===== src/nce_cfg.svh =====
`ifndef NCE_CFG_SVH
`define NCE_CFG_SVH

// ************************************************************
// instruction word fields
// ************************************************************
`define NCE_OPC_MSB   15
`define NCE_OPC_LSB   11
`define NCE_SEL_BIT   10
`define NCE_FLD_MSB   10
`define NCE_FLD_LSB   7
`define NCE_BANK_MSB  9
`define NCE_BANK_LSB  7
`define NCE_ADDR_MSB  6
`define NCE_TGT_MSB   10
`define NCE_JMP_MSB   11
`define NCE_HI_MSB    7
`define NCE_HI_LSB    4
`define NCE_LO_MSB    3

// ************************************************************
// opcode values
// ************************************************************
`define NCE_OPC_ADC   5'h00
`define NCE_OPC_ADD   5'h01
`define NCE_OPC_SBC   5'h02
`define NCE_OPC_SUB   5'h03
`define NCE_OPC_EOR   5'h04
`define NCE_OPC_OR    5'h05
`define NCE_OPC_AND   5'h06
`define NCE_OPC_LDST  5'h07
`define NCE_OPC_ADI   5'h08
`define NCE_OPC_ADIM  5'h09
`define NCE_OPC_SBI   5'h0a
`define NCE_OPC_SBIM  5'h0b
`define NCE_OPC_EORIM 5'h0c
`define NCE_OPC_ORIM  5'h0d
`define NCE_OPC_ANDIM 5'h0e
`define NCE_OPC_LDI   5'h0f
`define NCE_OPC_BNZ   5'h10
`define NCE_OPC_BNC   5'h11
`define NCE_OPC_BAZ   5'h12
`define NCE_OPC_BC    5'h13
`define NCE_OPC_BA0   5'h14
`define NCE_OPC_BA1   5'h15
`define NCE_OPC_BA2   5'h16
`define NCE_OPC_BA3   5'h17
`define NCE_OPC_CALL  5'h18
`define NCE_OPC_DEC   5'h19
`define NCE_OPC_RTN   5'h1a
`define NCE_OPC_JMP0  5'h1c
`define NCE_OPC_JMP1  5'h1d
`define NCE_OPC_SPEC  5'h1e
`define NCE_FLD_DAA   4'h6
`define NCE_FLD_DAS   4'ha
`define NCE_RTNW_PFX  3'h0
`define NCE_WORD_SHR  16'hf000
`define NCE_WORD_TABLE_JUMP_OP 16'hf7ff

// ************************************************************
// reset values and decimal constants
// ************************************************************
`define NCE_PC_RST    12'h000
`define NCE_NIB_RST   4'h0
`define NCE_BIT_RST   1'h0
`define NCE_BANK_ZERO 3'h0
`define NCE_BCD_MAX   4'h9
`define NCE_ADJ_ADD   4'h6
`define NCE_ADJ_SUB   4'ha

`endif


===== src/nce_pkg.sv =====
package nce_pkg;
  // alu operation select
  typedef enum logic [3:0] {
    alu_add,
    alu_sub,
    alu_eor,
    alu_or,
    alu_and,
    alu_pass,
    alu_shr,
    alu_daa,
    alu_das
  } nce_alu_op_e;
endpackage : nce_pkg


===== src/nce_alu_if.sv =====
interface nce_alu_if;
  import nce_pkg::*;
  nce_alu_op_e op;
  logic [3:0]  a;
  logic [3:0]  b;
  logic        cin;
  logic [3:0]  res;
  logic        cout;
  modport alu (input op, a, b, cin, output res, cout);
  modport ctl (output op, a, b, cin, input res, cout);
endinterface : nce_alu_if


===== src/nce_alu.sv =====
`include "nce_cfg.svh"

module nce_alu
(
  nce_alu_if.alu bus
);
  import nce_pkg::*;

  logic [4:0] sum;

  // ************************************************************
  // nibble arithmetic and logic
  // ************************************************************
  always_comb
  begin
    sum      = 5'h00;
    bus.res  = 4'h0;
    bus.cout = bus.cin;
    unique case (bus.op)
      alu_add:
      begin
        sum      = {1'b0, bus.a} + {1'b0, bus.b} + {4'h0, bus.cin};
        bus.res  = sum[3:0];
        bus.cout = sum[4];
      end
      // carry out set means no borrow
      alu_sub:
      begin
        sum      = {1'b0, bus.a} + {1'b0, ~bus.b} + {4'h0, bus.cin};
        bus.res  = sum[3:0];
        bus.cout = sum[4];
      end
      alu_eor:  bus.res = bus.a ^ bus.b;
      alu_or:   bus.res = bus.a | bus.b;
      alu_and:  bus.res = bus.a & bus.b;
      alu_pass: bus.res = bus.b;
      alu_shr:
      begin
        bus.res  = {1'b0, bus.a[3:1]};
        bus.cout = bus.a[0];
      end
      // add six when digit overflowed
      alu_daa:
      begin
        if (bus.cin || (bus.a > `NCE_BCD_MAX))
        begin
          bus.res  = bus.a + `NCE_ADJ_ADD;
          bus.cout = 1'b1;
        end
        else
          bus.res  = bus.a;
      end
      // subtract six when a borrow occurred
      alu_das:
      begin
        if (!bus.cin || (bus.a > `NCE_BCD_MAX))
        begin
          bus.res  = bus.a + `NCE_ADJ_SUB;
          bus.cout = 1'b0;
        end
        else
          bus.res  = bus.a;
      end
    endcase
  end
endmodule : nce_alu


===== src/nce_exec.sv =====
// Function
// - one word, one cycle per instruction
// - add with carry to accumulator and memory
// - subtract adds complement plus one or carry
// - one opcode bit selects memory write
// - shift right, zero in, bit0 to carry
// - decimal fix after add, writes both
// - decimal fix after sub, writes both
// - branch when selected accumulator bit set
// - table jump uses page, table, accumulator
`include "nce_cfg.svh"

module nce_exec
(
  input  wire logic        sys_clk_i,
  input  wire logic        reset_n_i,
  input  wire logic [15:0] inst_word_i,
  input  wire logic [3:0]  mem_rdata_i,
  output logic      [11:0] pc_o,
  output logic      [2:0]  mem_bank_o,
  output logic      [6:0]  mem_addr_o,
  output logic      [3:0]  mem_wdata_o,
  output logic             mem_we_o,
  output logic      [3:0]  accumulator_nibble_o,
  output logic             carry_flag_o,
  output logic      [3:0]  table_branch_reg_o
);
  import nce_pkg::*;

  logic [4:0]  opc;
  logic [3:0]  fld;
  logic [2:0]  rd_bank;
  logic [3:0]  memory_operand;
  logic [11:0] pc_ff, nxt_pc;
  logic [3:0]  acc_ff, nxt_acc;
  logic        cy_ff, nxt_cy;
  logic [3:0]  tbr_ff, nxt_tbr;
  logic        we_ff, nxt_we;
  logic [3:0]  wdat_ff, nxt_wdat;
  logic [6:0]  wadr_ff, nxt_wadr;
  logic [2:0]  wbank_ff, nxt_wbank;
  logic        wr_acc, wr_mem, wr_cy;
  logic [11:0] tgt_page;
  logic        is_logic, is_undef;

  nce_alu_if alu_bus ();

  nce_alu u_alu
  (
    .bus (alu_bus)
  );

  // ************************************************************
  // operand fetch
  // ************************************************************
  assign opc      = inst_word_i[`NCE_OPC_MSB:`NCE_OPC_LSB];
  assign fld      = inst_word_i[`NCE_FLD_MSB:`NCE_FLD_LSB];
  assign tgt_page = {pc_ff[`NCE_JMP_MSB], inst_word_i[`NCE_TGT_MSB:0]};
  // bank field only exists in accumulator-type words
  assign rd_bank  = (opc <= `NCE_OPC_LDST) ?
                    inst_word_i[`NCE_BANK_MSB:`NCE_BANK_LSB] : `NCE_BANK_ZERO;
  // forward a write still pending at the ram
  assign memory_operand = (we_ff && (wbank_ff == rd_bank) &&
                           (wadr_ff == inst_word_i[`NCE_ADDR_MSB:0])) ?
                          wdat_ff : mem_rdata_i;

  // ************************************************************
  // decode and execute
  // ************************************************************
  always_comb
  begin
    alu_bus.op  = alu_pass;
    alu_bus.a   = memory_operand;
    alu_bus.b   = acc_ff;
    alu_bus.cin = cy_ff;
    wr_acc      = 1'b0;
    wr_mem      = 1'b0;
    wr_cy       = 1'b0;
    is_logic    = 1'b0;
    is_undef    = 1'b0;
    nxt_pc      = pc_ff + 12'h001;
    nxt_tbr     = tbr_ff;
    unique case (opc)
      // add with or without carry, optional write back
      `NCE_OPC_ADC, `NCE_OPC_ADD:
      begin
        alu_bus.op  = alu_add;
        alu_bus.cin = (opc == `NCE_OPC_ADC) ? cy_ff : 1'b0;
        wr_acc      = 1'b1;
        wr_cy       = 1'b1;
        // select bit routes result to memory
        wr_mem      = inst_word_i[`NCE_SEL_BIT];
      end
      `NCE_OPC_SBC, `NCE_OPC_SUB:
      begin
        alu_bus.op  = alu_sub;
        alu_bus.cin = (opc == `NCE_OPC_SBC) ? cy_ff : 1'b1;
        wr_acc      = 1'b1;
        wr_cy       = 1'b1;
        wr_mem      = inst_word_i[`NCE_SEL_BIT];
      end
      `NCE_OPC_EOR, `NCE_OPC_OR, `NCE_OPC_AND:
      begin
        alu_bus.op = (opc == `NCE_OPC_EOR) ? alu_eor :
                     (opc == `NCE_OPC_OR)  ? alu_or  : alu_and;
        wr_acc     = 1'b1;
        is_logic   = 1'b1;
        wr_mem     = inst_word_i[`NCE_SEL_BIT];
      end
      // load accumulator or store it
      `NCE_OPC_LDST:
      begin
        alu_bus.b = inst_word_i[`NCE_SEL_BIT] ? acc_ff : memory_operand;
        wr_acc    = !inst_word_i[`NCE_SEL_BIT];
        wr_mem    = inst_word_i[`NCE_SEL_BIT];
      end
      // immediate add and subtract
      `NCE_OPC_ADI, `NCE_OPC_ADIM, `NCE_OPC_SBI, `NCE_OPC_SBIM:
      begin
        alu_bus.op  = opc[1] ? alu_sub : alu_add;
        alu_bus.b   = fld;
        alu_bus.cin = opc[1];
        wr_acc      = 1'b1;
        wr_cy       = 1'b1;
        wr_mem      = opc[0];
      end
      // immediate logic into both
      `NCE_OPC_EORIM, `NCE_OPC_ORIM, `NCE_OPC_ANDIM:
      begin
        alu_bus.op = (opc == `NCE_OPC_EORIM) ? alu_eor :
                     (opc == `NCE_OPC_ORIM)  ? alu_or  : alu_and;
        alu_bus.b  = fld;
        wr_acc     = 1'b1;
        wr_mem     = 1'b1;
        is_logic   = 1'b1;
      end
      `NCE_OPC_LDI:
      begin
        alu_bus.b = fld;
        wr_acc    = 1'b1;
        wr_mem    = 1'b1;
      end
      // zero and carry branches within the page
      `NCE_OPC_BNZ: if (acc_ff != 4'h0) nxt_pc = tgt_page;
      `NCE_OPC_BNC: if (!cy_ff) nxt_pc = tgt_page;
      `NCE_OPC_BAZ: if (acc_ff == 4'h0) nxt_pc = tgt_page;
      `NCE_OPC_BC:  if (cy_ff) nxt_pc = tgt_page;
      `NCE_OPC_BA0, `NCE_OPC_BA1, `NCE_OPC_BA2, `NCE_OPC_BA3:
        if (acc_ff[opc[1:0]]) nxt_pc = tgt_page;
      `NCE_OPC_CALL: nxt_pc = tgt_page;
      `NCE_OPC_DEC:
      begin
        alu_bus.a = acc_ff;
        if ((fld == `NCE_FLD_DAA) || (fld == `NCE_FLD_DAS))
        begin
          alu_bus.op = (fld == `NCE_FLD_DAA) ? alu_daa : alu_das;
          wr_acc     = 1'b1;
          wr_mem     = 1'b1;
          wr_cy      = 1'b1;
        end
        else
          is_undef = 1'b1;
      end
      // return with value loads table and accumulator
      `NCE_OPC_RTN:
      begin
        alu_bus.b = inst_word_i[`NCE_LO_MSB:0];
        if (inst_word_i[`NCE_FLD_MSB:8] == `NCE_RTNW_PFX)
        begin
          wr_acc  = 1'b1;
          nxt_tbr = inst_word_i[`NCE_HI_MSB:`NCE_HI_LSB];
        end
      end
      `NCE_OPC_JMP0, `NCE_OPC_JMP1: nxt_pc = inst_word_i[`NCE_JMP_MSB:0];
      `NCE_OPC_SPEC:
      begin
        alu_bus.a = acc_ff;
        if (inst_word_i == `NCE_WORD_SHR)
        begin
          alu_bus.op = alu_shr;
          wr_acc     = 1'b1;
          wr_cy      = 1'b1;
        end
        // table jump keeps upper page bits
        else if (inst_word_i == `NCE_WORD_TABLE_JUMP_OP)
          nxt_pc = {pc_ff[11:8], tbr_ff, acc_ff};
        else
          is_undef = 1'b1;
      end
      default: is_undef = 1'b1;
    endcase
    nxt_acc   = wr_acc ? alu_bus.res : acc_ff;
    nxt_cy    = wr_cy ? alu_bus.cout : cy_ff;
    nxt_we    = wr_mem;
    nxt_wdat  = wr_mem ? alu_bus.res : wdat_ff;
    nxt_wadr  = wr_mem ? inst_word_i[`NCE_ADDR_MSB:0] : wadr_ff;
    nxt_wbank = wr_mem ? rd_bank : wbank_ff;
  end

  // ************************************************************
  // architectural state
  // ************************************************************
  always_ff @(posedge sys_clk_i or negedge reset_n_i)
  begin
    if (!reset_n_i)
    begin
      pc_ff    <= `NCE_PC_RST;
      acc_ff   <= `NCE_NIB_RST;
      cy_ff    <= `NCE_BIT_RST;
      tbr_ff   <= `NCE_NIB_RST;
      we_ff    <= `NCE_BIT_RST;
      wdat_ff  <= `NCE_NIB_RST;
      wadr_ff  <= 7'h00;
      wbank_ff <= `NCE_BANK_ZERO;
    end
    else
    begin
      pc_ff    <= nxt_pc;
      acc_ff   <= nxt_acc;
      cy_ff    <= nxt_cy;
      tbr_ff   <= nxt_tbr;
      we_ff    <= nxt_we;
      wdat_ff  <= nxt_wdat;
      wadr_ff  <= nxt_wadr;
      wbank_ff <= nxt_wbank;
    end
  end

  // outputs straight from the state flops
  assign pc_o                 = pc_ff;
  assign accumulator_nibble_o = acc_ff;
  assign carry_flag_o         = cy_ff;
  assign table_branch_reg_o   = tbr_ff;
  assign mem_we_o             = we_ff;
  assign mem_wdata_o          = wdat_ff;
  assign mem_addr_o           = wadr_ff;
  assign mem_bank_o           = wbank_ff;
endmodule : nce_exec


===== config.mk =====
export PLATFORM = sky130hd
export DESIGN_NAME = nce_exec
export DESIGN_NICKNAME = d
export VERILOG_FILES = /design/src/nce_pkg.sv /design/src/nce_alu_if.sv /design/src/nce_alu.sv /design/src/nce_exec.sv
export VERILOG_INCLUDE_DIRS = /design/src
export SDC_FILE = /design/constraint.sdc
export NUM_CORES = 1
export LEC_CHECK = 0
export BUFFER_PORTS_ARGS = -buffer_cell sky130_fd_sc_hd__buf_2
export CAP_MARGIN = 20
export CORE_MARGIN = 2
export CORE_UTILIZATION = 25
export DETAILED_ROUTE_END_ITERATION = 6
export SLEW_MARGIN = 20
export SYNTH_ARGS = -nofsm -noshare
export SYNTH_HDL_FRONTEND = slang
export SYNTH_SLANG_ARGS = --single-unit

===== constraint.sdc =====
create_clock -name sys_clk_i -period 7.97 [get_ports sys_clk_i]
set_input_delay 1.1955 -clock sys_clk_i [delete_from_list [all_inputs] [get_ports sys_clk_i]]
set_output_delay 1.1955 -clock sys_clk_i [all_outputs]
set_load 0.01 [all_outputs]

==> summary.txt, run 1 <==
Run status
  • Status: finished clean

Worst setup path
  • Crit Path Class: primary input to register
  • Critical Path Source Type: primary input
  • Critical Path Source: inst_word_i[15]
  • Worst EP arrival: 5160 ps
  • Critical path fanouts, max: 23
  • Worst path required time: 8100 ps
  • R2R Path Start: mem_bank_o[0]$_DFFE_PN0P_
  • FF-to-FF End: accumulator_nibble_o[2]$_DFFE_PN0P_
  • CP endpoint kind: register
  • FF-to-FF setup slack: 3650 ps
  • CP endpoint: accumulator_nibble_o[2]$_DFFE_PN0P_
  • Reg2reg path depth: 17

Timing
  • Fmax: 199 MHz
  • Tmin final: 5030 ps
  • Fin crit share: 63.1%
  • Final Hold Viols: 0
  • Final slew viol count: 0
  • Total Neg Setup Slack: 0 ps
  • RSZ-0062 raised after global routing: false
  • Final setup fails: 0
  • Worst-case clock skew: 4.22 ps
  • Relative slew slack: 30.9%
  • Actual slew at the worst max-slew pin: 1030 ps

Detailed routing
  • Starting DRT DRC Count: 252
  • Drt wl/cell: 16.8 um
  • DRT Wirelength: 10300 um
  • # DRC: 0
  • First-pass DRT Iterations: 7
  • Routed vias/inst: 5.30
  • Vias: 3246
  • ANT nets after route: 0

Layout
  • Layout cells sized above 1: 20.7%
  • Area Growth Syn to Fin: 16.7%
  • ANT cells: 0
  • Final std cells w/o fill: 612
  • Final #Nets: 479

Global routing
  • GRT Util Overall: 14.9%
  • First-pass GRT wire length: 17100 um
  • Initial antenna violation count: 0
  • Largest net degree at the start of global routing: 37
  • Number of global-route vias before repair: 3166
  • Overflow after GRT: 0

Logic synthesis
  • Post-Synthesis Cells: 398
  • FFs w/ async S/R, synth: 100%
  • Synth Area per Inst: 8.25 sq um
  • Seq/Total Area, Yosys: 27.4%
  • Post-synthesis mux area share: 6.90%
  • Xor/xnor share of the synthesized area: 5.56%
  • #FFs+latches synth: 36
  • Post-Syn Area: 3280 sq um
  • Largest family of logic cells by synthesized area: compound AO/OA/AOI/OAI gates
  • Main synth FF type: dfrtp_1
  • Distinct cells, synth: 64
  • Adder-Cell Fraction of Synth Area: 7.77%
  • Synthesis Warnings: 0
  • Post-Synth Simple-Gate Area: 23.3%
  • Number of synthesized flops with an enable pin: 0
  • Area fraction in compound gates after synthesis: 23.5%
  • Syn_nets: 438

Clocking
  • Post-CTS Resized: 0
  • TritonCTS sink count: 36
  • Hold Buf Count CTS: 0
  • CTS tree: done
  • Clk Latency, worst-skew pair: 280 ps
  • H-tree depth: 2
  • Clk buf depth: 2
  • Clock slew at reported path FFs: 60 ps
  • Clock buffer count from CTS: 5
  • Post CTS Setup Buffer Count: 0
  • Clock root buffer: clkbuf_16

Die
  • Top Ports: 58
  • Site Rows: 41
  • Initial Util: 25.8%
  • Die X: 119 um
  • Core Region: 12700 sq um
  • Chip height: 119 um
  • Die footprint: 14100 sq um

Placement
  • PortBufs: 57
  • Inst Count DP: 604
  • Detailed Place HPWL: 7720 um
  • GPL Wtd Cong: 0.872

Power
  • Pwr per Cell Area: 211 nW/um^2
  • IR drop worst, VDD: 0.0989 mV
  • Leakage power: 1.68 nW

Flow run
  • Max_cap viols: 0

Worst hold path
  • HP Class: register to register
metrics by stage:
stage / hold slack (ps) / util [%] / setup WS [ps] / power, mW / cell area [sq um]
after floorplan: 530 / - / 3200 / 0.492 / 3280
after global placement: 490 / 29.0 / 2840 / 0.600 / 3680
after detailed placement: 513 / 29.0 / 2660 / 0.610 / 3680
after CTS: 526 / 30.1 / 2950 / 0.808 / 3830
after global routing: 565 / 30.1 / 2650 / 0.865 / 3830
final: 524 / 30.1 / 2940 / 0.808 / 3830
area by class of cell:
class / count / area, sq um
clock buffer: 5 / 125
clock inverter: 3 / 23.8
fill: 1417 / 8890
inverter: 18 / 67.6
multi-input combinational: 319 / 2200
sequential: 36 / 901
tap: 172 / 215
timing repair buffer: 59 / 300
critical path: stages:
cell,delay (ps)
buf_2,250
nor3b_2,320
xor2_2,160
a2111oi_4,440
mux2i_1,280
nand2_1,70
o21ai_0,200
inv_1,200
fa_1,490
fa_1,430
xor2_1,200
a32oi_1,70
nand3_1,110
nand2_1,60
a31oi_1,150
o31ai_1,90
nor3_1,300
o31ai_1,120
flip-flops by register name, indices dropped and copies added, names as in the netlist:
| name | cells |
|---|---|
| pc_o | 12 |
| mem_wdata_o | 4 |
| mem_we_o | 1 |
| mem_addr_o | 7 |
| carry_flag_o | 1 |
| accumulator_nibble_o | 4 |
| mem_bank_o | 3 |
| table_branch_reg_o | 4 |
cells by family (layout without fill, tap and decap cells):
group	Yosys count	after routing
adders and majority gates	18	18
buffers and inverters	43	85
DFF	36	36
and+or+nand+nor	158	158
AOI/OAI and AO/OA	105	105
muxes	18	18
xor gates and xnor gates	20	20
how the worst min path moves through the flow:
stage / slack [ps] / cells after the start / endpoint / start
6_report: 520 / 2 / mem_addr_o[1]$_DFFE_PN0P_ / mem_addr_o[1]$_DFFE_PN0P_
5_1_grt: 560 / 1 / pc_o[5]$_DFF_PN0_ / table_branch_reg_o[1]$_DFFE_PN0P_
3_3_place_gp: 490 / 2 / mem_addr_o[3]$_DFFE_PN0P_ / mem_addr_o[3]$_DFFE_PN0P_
3_5_place_dp: 510 / 2 / mem_addr_o[3]$_DFFE_PN0P_ / mem_addr_o[3]$_DFFE_PN0P_
4_1_cts: 530 / 2 / mem_addr_o[0]$_DFFE_PN0P_ / mem_addr_o[0]$_DFFE_PN0P_
2_1_floorplan: 530 / 2 / mem_wdata_o[2]$_DFFE_PN0P_ / mem_wdata_o[2]$_DFFE_PN0P_
cells in the mapped netlist (3+ instances only):
library cell	n	area, sq um
mux2_2	9	101
fa_1	4	80.1
clkbuf_1	17	63.8
o311ai_0	4	35.0
a31oi_1	4	25.0
nand2_1	58	218
nand4_1	11	68.8
o21a_1	3	22.5
and2_1	4	25.0
o21ai_0	25	125
nor2b_1	8	50.1
mux2i_1	5	50.1
buf_2	5	25.0
a21oi_1	17	85.1
dfrtp_1	36	901
a211oi_1	8	60.1
xor2_1	6	52.6
nor4_1	4	25.0
a21o_1	3	22.5
a221o_1	9	90.1
nor2_1	39	146
inv_2	3	11.3
inv_1	15	56.3
ha_1	14	175
nor3_1	10	50.1
nand3_1	10	50.1
xnor2_1	13	114
o31ai_1	7	52.6
cell usage in the layout, fill, tap and decap left out, drive strengths merged, types with 9 or more instances in the layout:
master | synthesis | layout
buf | 8 | 59
nand2 | 58 | 58
nor2 | 39 | 39
dfrtp | 36 | 36
o21ai | 26 | 26
inv | 18 | 18
a21oi | 17 | 17
ha | 14 | 14
xnor2 | 13 | 13
nand4 | 11 | 11
mux2 | 11 | 11
nand3 | 10 | 10
nor3 | 10 | 10
a221o | 9 | 9
routing by layer:
metal  wire, um  global-route usage, %
met3        491                   2.22
met4        170                   4.02
met1       4860                   21.4
met2       4740                   23.2
met5          0                      0
power breakdown:
part           switching, mW  leakage [nW]  internal, mW
combinational          0.184          1.16         0.141
clock                 0.0814        0.0660         0.116
sequential            0.0610         0.451         0.224
total                  0.327          1.68         0.481
No activity file was read; power rests on OpenSTA's default activity.
==> run 2, diff against run 1 <==
Clock period 7.97 ns to 5.1 ns, I/O delays scaled along.
==> run 2 against run 1 <==
Compared with the run above: sequential power increased by 55%; die area stayed put; first-iteration DRC count up 1.2%; non-clock buffer count up 5; critical path depth down 3; register-to-register slack worse by 2800 ps; critical endpoint is now mem_wdata_o[1]$_DFFE_PN0P_.
==> summary.txt, run 2 (synthesis gave the netlist of run 1 again) <==
Run status
  • Status: finished clean

Placement
  • GPL Wtd Cong: 0.959 (+10%)
  • Pre-CTS WS: 436 ps (-2230 ps)
  • Inst Count DP: 609 (+0.83%)
  • Detailed Place HPWL: 7770 um (+0.66%)
  • PortBufs: 57 (unchanged)

Worst setup path
  • Crit Path Class: primary input to register
  • FF-to-FF End: mem_wdata_o[1]$_DFFE_PN0P_
  • FF-to-FF setup slack: 870 ps (-2780 ps)
  • Worst path required time: 5270 ps (-2830 ps)
  • Critical Path Max Stage Delay: 490 ps (about the same)
  • Worst EP arrival: 4540 ps (-620 ps)
  • Critical path fanouts, max: 7 (-70%)
  • Critical Path Source Type: primary input
  • R2R Path Start: mem_bank_o[0]$_DFFE_PN0P_
  • Crit-path cells: buf_2 -> nor3b_2 -> xor2_2 -> a2111oi_4 -> mux2i_1 -> nand2_1 -> o21ai_0 -> inv_1 -> fa_1 -> fa_1 -> a21oi_1 -> a2bb2oi_1 -> o31ai_1 -> o32a_1 -> mux2_2
  • CP endpoint: mem_wdata_o[1]$_DFFE_PN0P_
  • CP max stage cell: fa_1
  • Reg2reg path depth: 14 (-3)
  • Crit-path most repeated cell: fa_1
  • CP endpoint kind: register
  • Critical Path Source: inst_word_i[9]

Die
  • Initial Util: 25.8% (unchanged)
  • Core Region: 12700 sq um (unchanged)
  • Chip height: 119 um (unchanged)
  • Die footprint: 14100 sq um (unchanged)
  • Die X: 119 um (unchanged)
  • Top Ports: 58 (unchanged)
  • Site Rows: 41 (unchanged)

Timing
  • Tmin final: 4370 ps
  • Fmax: 229 MHz
  • Final slew viol count: 0 (unchanged)
  • Actual slew at the worst max-slew pin: 867 ps (-162 ps)
  • Worst-case clock skew: 6.06 ps (+1.85 ps)
  • Final setup fails: 0 (unchanged)
  • Final Hold Viols: 0 (unchanged)
  • Relative slew slack: 41.8% (+11 points)
  • RSZ-0062 raised after global routing: false
  • Total Neg Setup Slack: 0 ps (unchanged)
  • Fin crit share: 85.7%
  • Setup WS post-layout: 731 ps (-2210 ps)

Detailed routing
  • Vias: 3257 (+0.34%)
  • # DRC: 0 (unchanged)
  • DRT Wirelength: 10400 um (+0.95%)
  • Drt wl/cell: 16.8 um (+0.13%)
  • First-pass DRT Iterations: 5 (-2)
  • Starting DRT DRC Count: 255 (+1.2%)
  • ANT nets after route: 0 (unchanged)
  • Routed vias/inst: 5.28 (-0.47%)

Global routing
  • Largest net degree at the start of global routing: 37 (unchanged)
  • GRT Util Overall: 14.5% (-0.38 points)
  • Number of global-route vias before repair: 3108 (-1.8%)
  • Met3 Use GR: 2.17% (-0.048 points)
  • Met1 Usage GRT: 20.2% (-1.2 points)
  • GRT met2 Usage: 24.0% (+0.83 points)
  • First-pass GRT wire length: 16600 um (-2.5%)
  • Gr busiest metal: met2
  • Initial antenna violation count: 0 (unchanged)
  • Overflow after GRT: 0 (unchanged)

Clocking
  • Clk buf depth: 2 (unchanged)
  • Clock root buffer: clkbuf_16
  • Clock slew at reported path FFs: 60 ps (about the same)
  • H-tree depth: 2 (unchanged)
  • Clk Latency, worst-skew pair: 280 ps (about the same)
  • Post CTS Setup Buffer Count: 0 (unchanged)
  • Post-CTS Resized: 0 (unchanged)
  • TritonCTS sink count: 36 (unchanged)
  • Hold Buf Count CTS: 0 (unchanged)
  • CTS tree: done
  • Clock buffer count from CTS: 5 (unchanged)

Layout
  • Most common cell after layout, fill and taps aside: nand2_1
  • ANT cells: 0 (unchanged)
  • Final #Nets: 484 (+1.0%)
  • Most frequent cells in the layout: 58 x nand2_1, 57 x buf_2, 39 x nor2_1, 36 x dfrtp_1, 25 x o21ai_0
  • Final std cells w/o fill: 617 (+0.82%)
  • FF+latch area: 901 sq um (unchanged)
  • Core Util, Final: 30.6% (+0.44 points)
  • Layout cells sized above 1: 21.6% (+0.89 points)
  • Filler Cell Count: 1390 (-1.9%)
  • Max reg flops: 12 (unchanged)
  • Area Growth Syn to Fin: 18.4%
  • Area of the multi-input gates: 2200 sq um (unchanged)

Power
  • Leakage power: 1.72 nW (+2.3%)
  • Pwr per Cell Area: 337 nW/um^2 (+60%)
  • IR drop worst, VDD: 0.166 mV (+68%)
  • Power, Total: 1.31 mW (+62%)

Flow run
  • Max_cap viols: 0 (unchanged)

Worst hold path
  • HP Class: register to register
==> run 2: cell count changes in the layout (fill, tap and decap cells not counted) <==
| cell | delta |
|---|---|
| buf_4 | +5 |
| bufinv_16 | +1 |
| clkinv_2 | +1 |
| clkinv_4 | -1 |
| clkinvlp_4 | -1 |
==> run 2: final cells by class <==
cell class	instances	area share (%)
multi-input combinational	319	56.6
inverter	18	1.74
sequential	36	23.2
clock buffer	5	3.22
tap	172	5.53
clock inverter	3	1.09
timing repair buffer	64	8.69
==> run 2: worst min path at each step <==
stage / end / cells after the start / startpoint / slack [ps]
2_1_floorplan: accumulator_nibble_o[0]$_DFFE_PN0P_ / 0 / reset_n_i / 470
3_3_place_gp: mem_addr_o[3]$_DFFE_PN0P_ / 2 / mem_addr_o[3]$_DFFE_PN0P_ / 490
3_5_place_dp: mem_wdata_o[0]$_DFFE_PN0P_ / 2 / mem_wdata_o[0]$_DFFE_PN0P_ / 500
4_1_cts: mem_wdata_o[0]$_DFFE_PN0P_ / 2 / mem_wdata_o[0]$_DFFE_PN0P_ / 510
5_1_grt: mem_addr_o[3]$_DFFE_PN0P_ / 2 / mem_addr_o[3]$_DFFE_PN0P_ / 540
6_report: mem_wdata_o[0]$_DFFE_PN0P_ / 2 / mem_wdata_o[0]$_DFFE_PN0P_ / 510
==> run 2: power breakdown <==
part | total, mW | internal [mW] | switching (mW) | leakage, nW
logic | 0.515 | 0.224 | 0.291 | 1.19
registers | 0.443 | 0.350 | 0.0935 | 0.451
clock network | 0.353 | 0.230 | 0.123 | 0.0798
==> run 2: layer usage <==
metal | vias up | wire (um) | part of all wire [%]
li1 | 1533 | - | -
met1 | 1576 | 4690 | 45
met2 | 141 | 4910 | 47
met3 | 7 | 686 | 6.6
met4 | 0 | 76 | 0.73
met5 | - | 0 | 0
==> run 2: metrics by stage <==
| stage | instance area [sq um] | hold WS [ps] |
|---|---|---|
| finish | 3890 | 509 |
| global route | 3890 | 544 |
| CTS | 3890 | 511 |
| detailed placement | 3720 | 497 |
| global placement | 3720 | 492 |
| floorplan | 3280 | 469 |
==> run 2: critical path, delay by kind of cell <==
| kind | cells | cell delay (ps) |
|---|---|---|
| mux | 2 | 560 |
| fa+ha+maj | 2 | 930 |
| buf+inv | 2 | 360 |
| xor+xnor | 1 | 150 |
| compound gates | 6 | 1420 |
| simple gates | 2 | 350 |
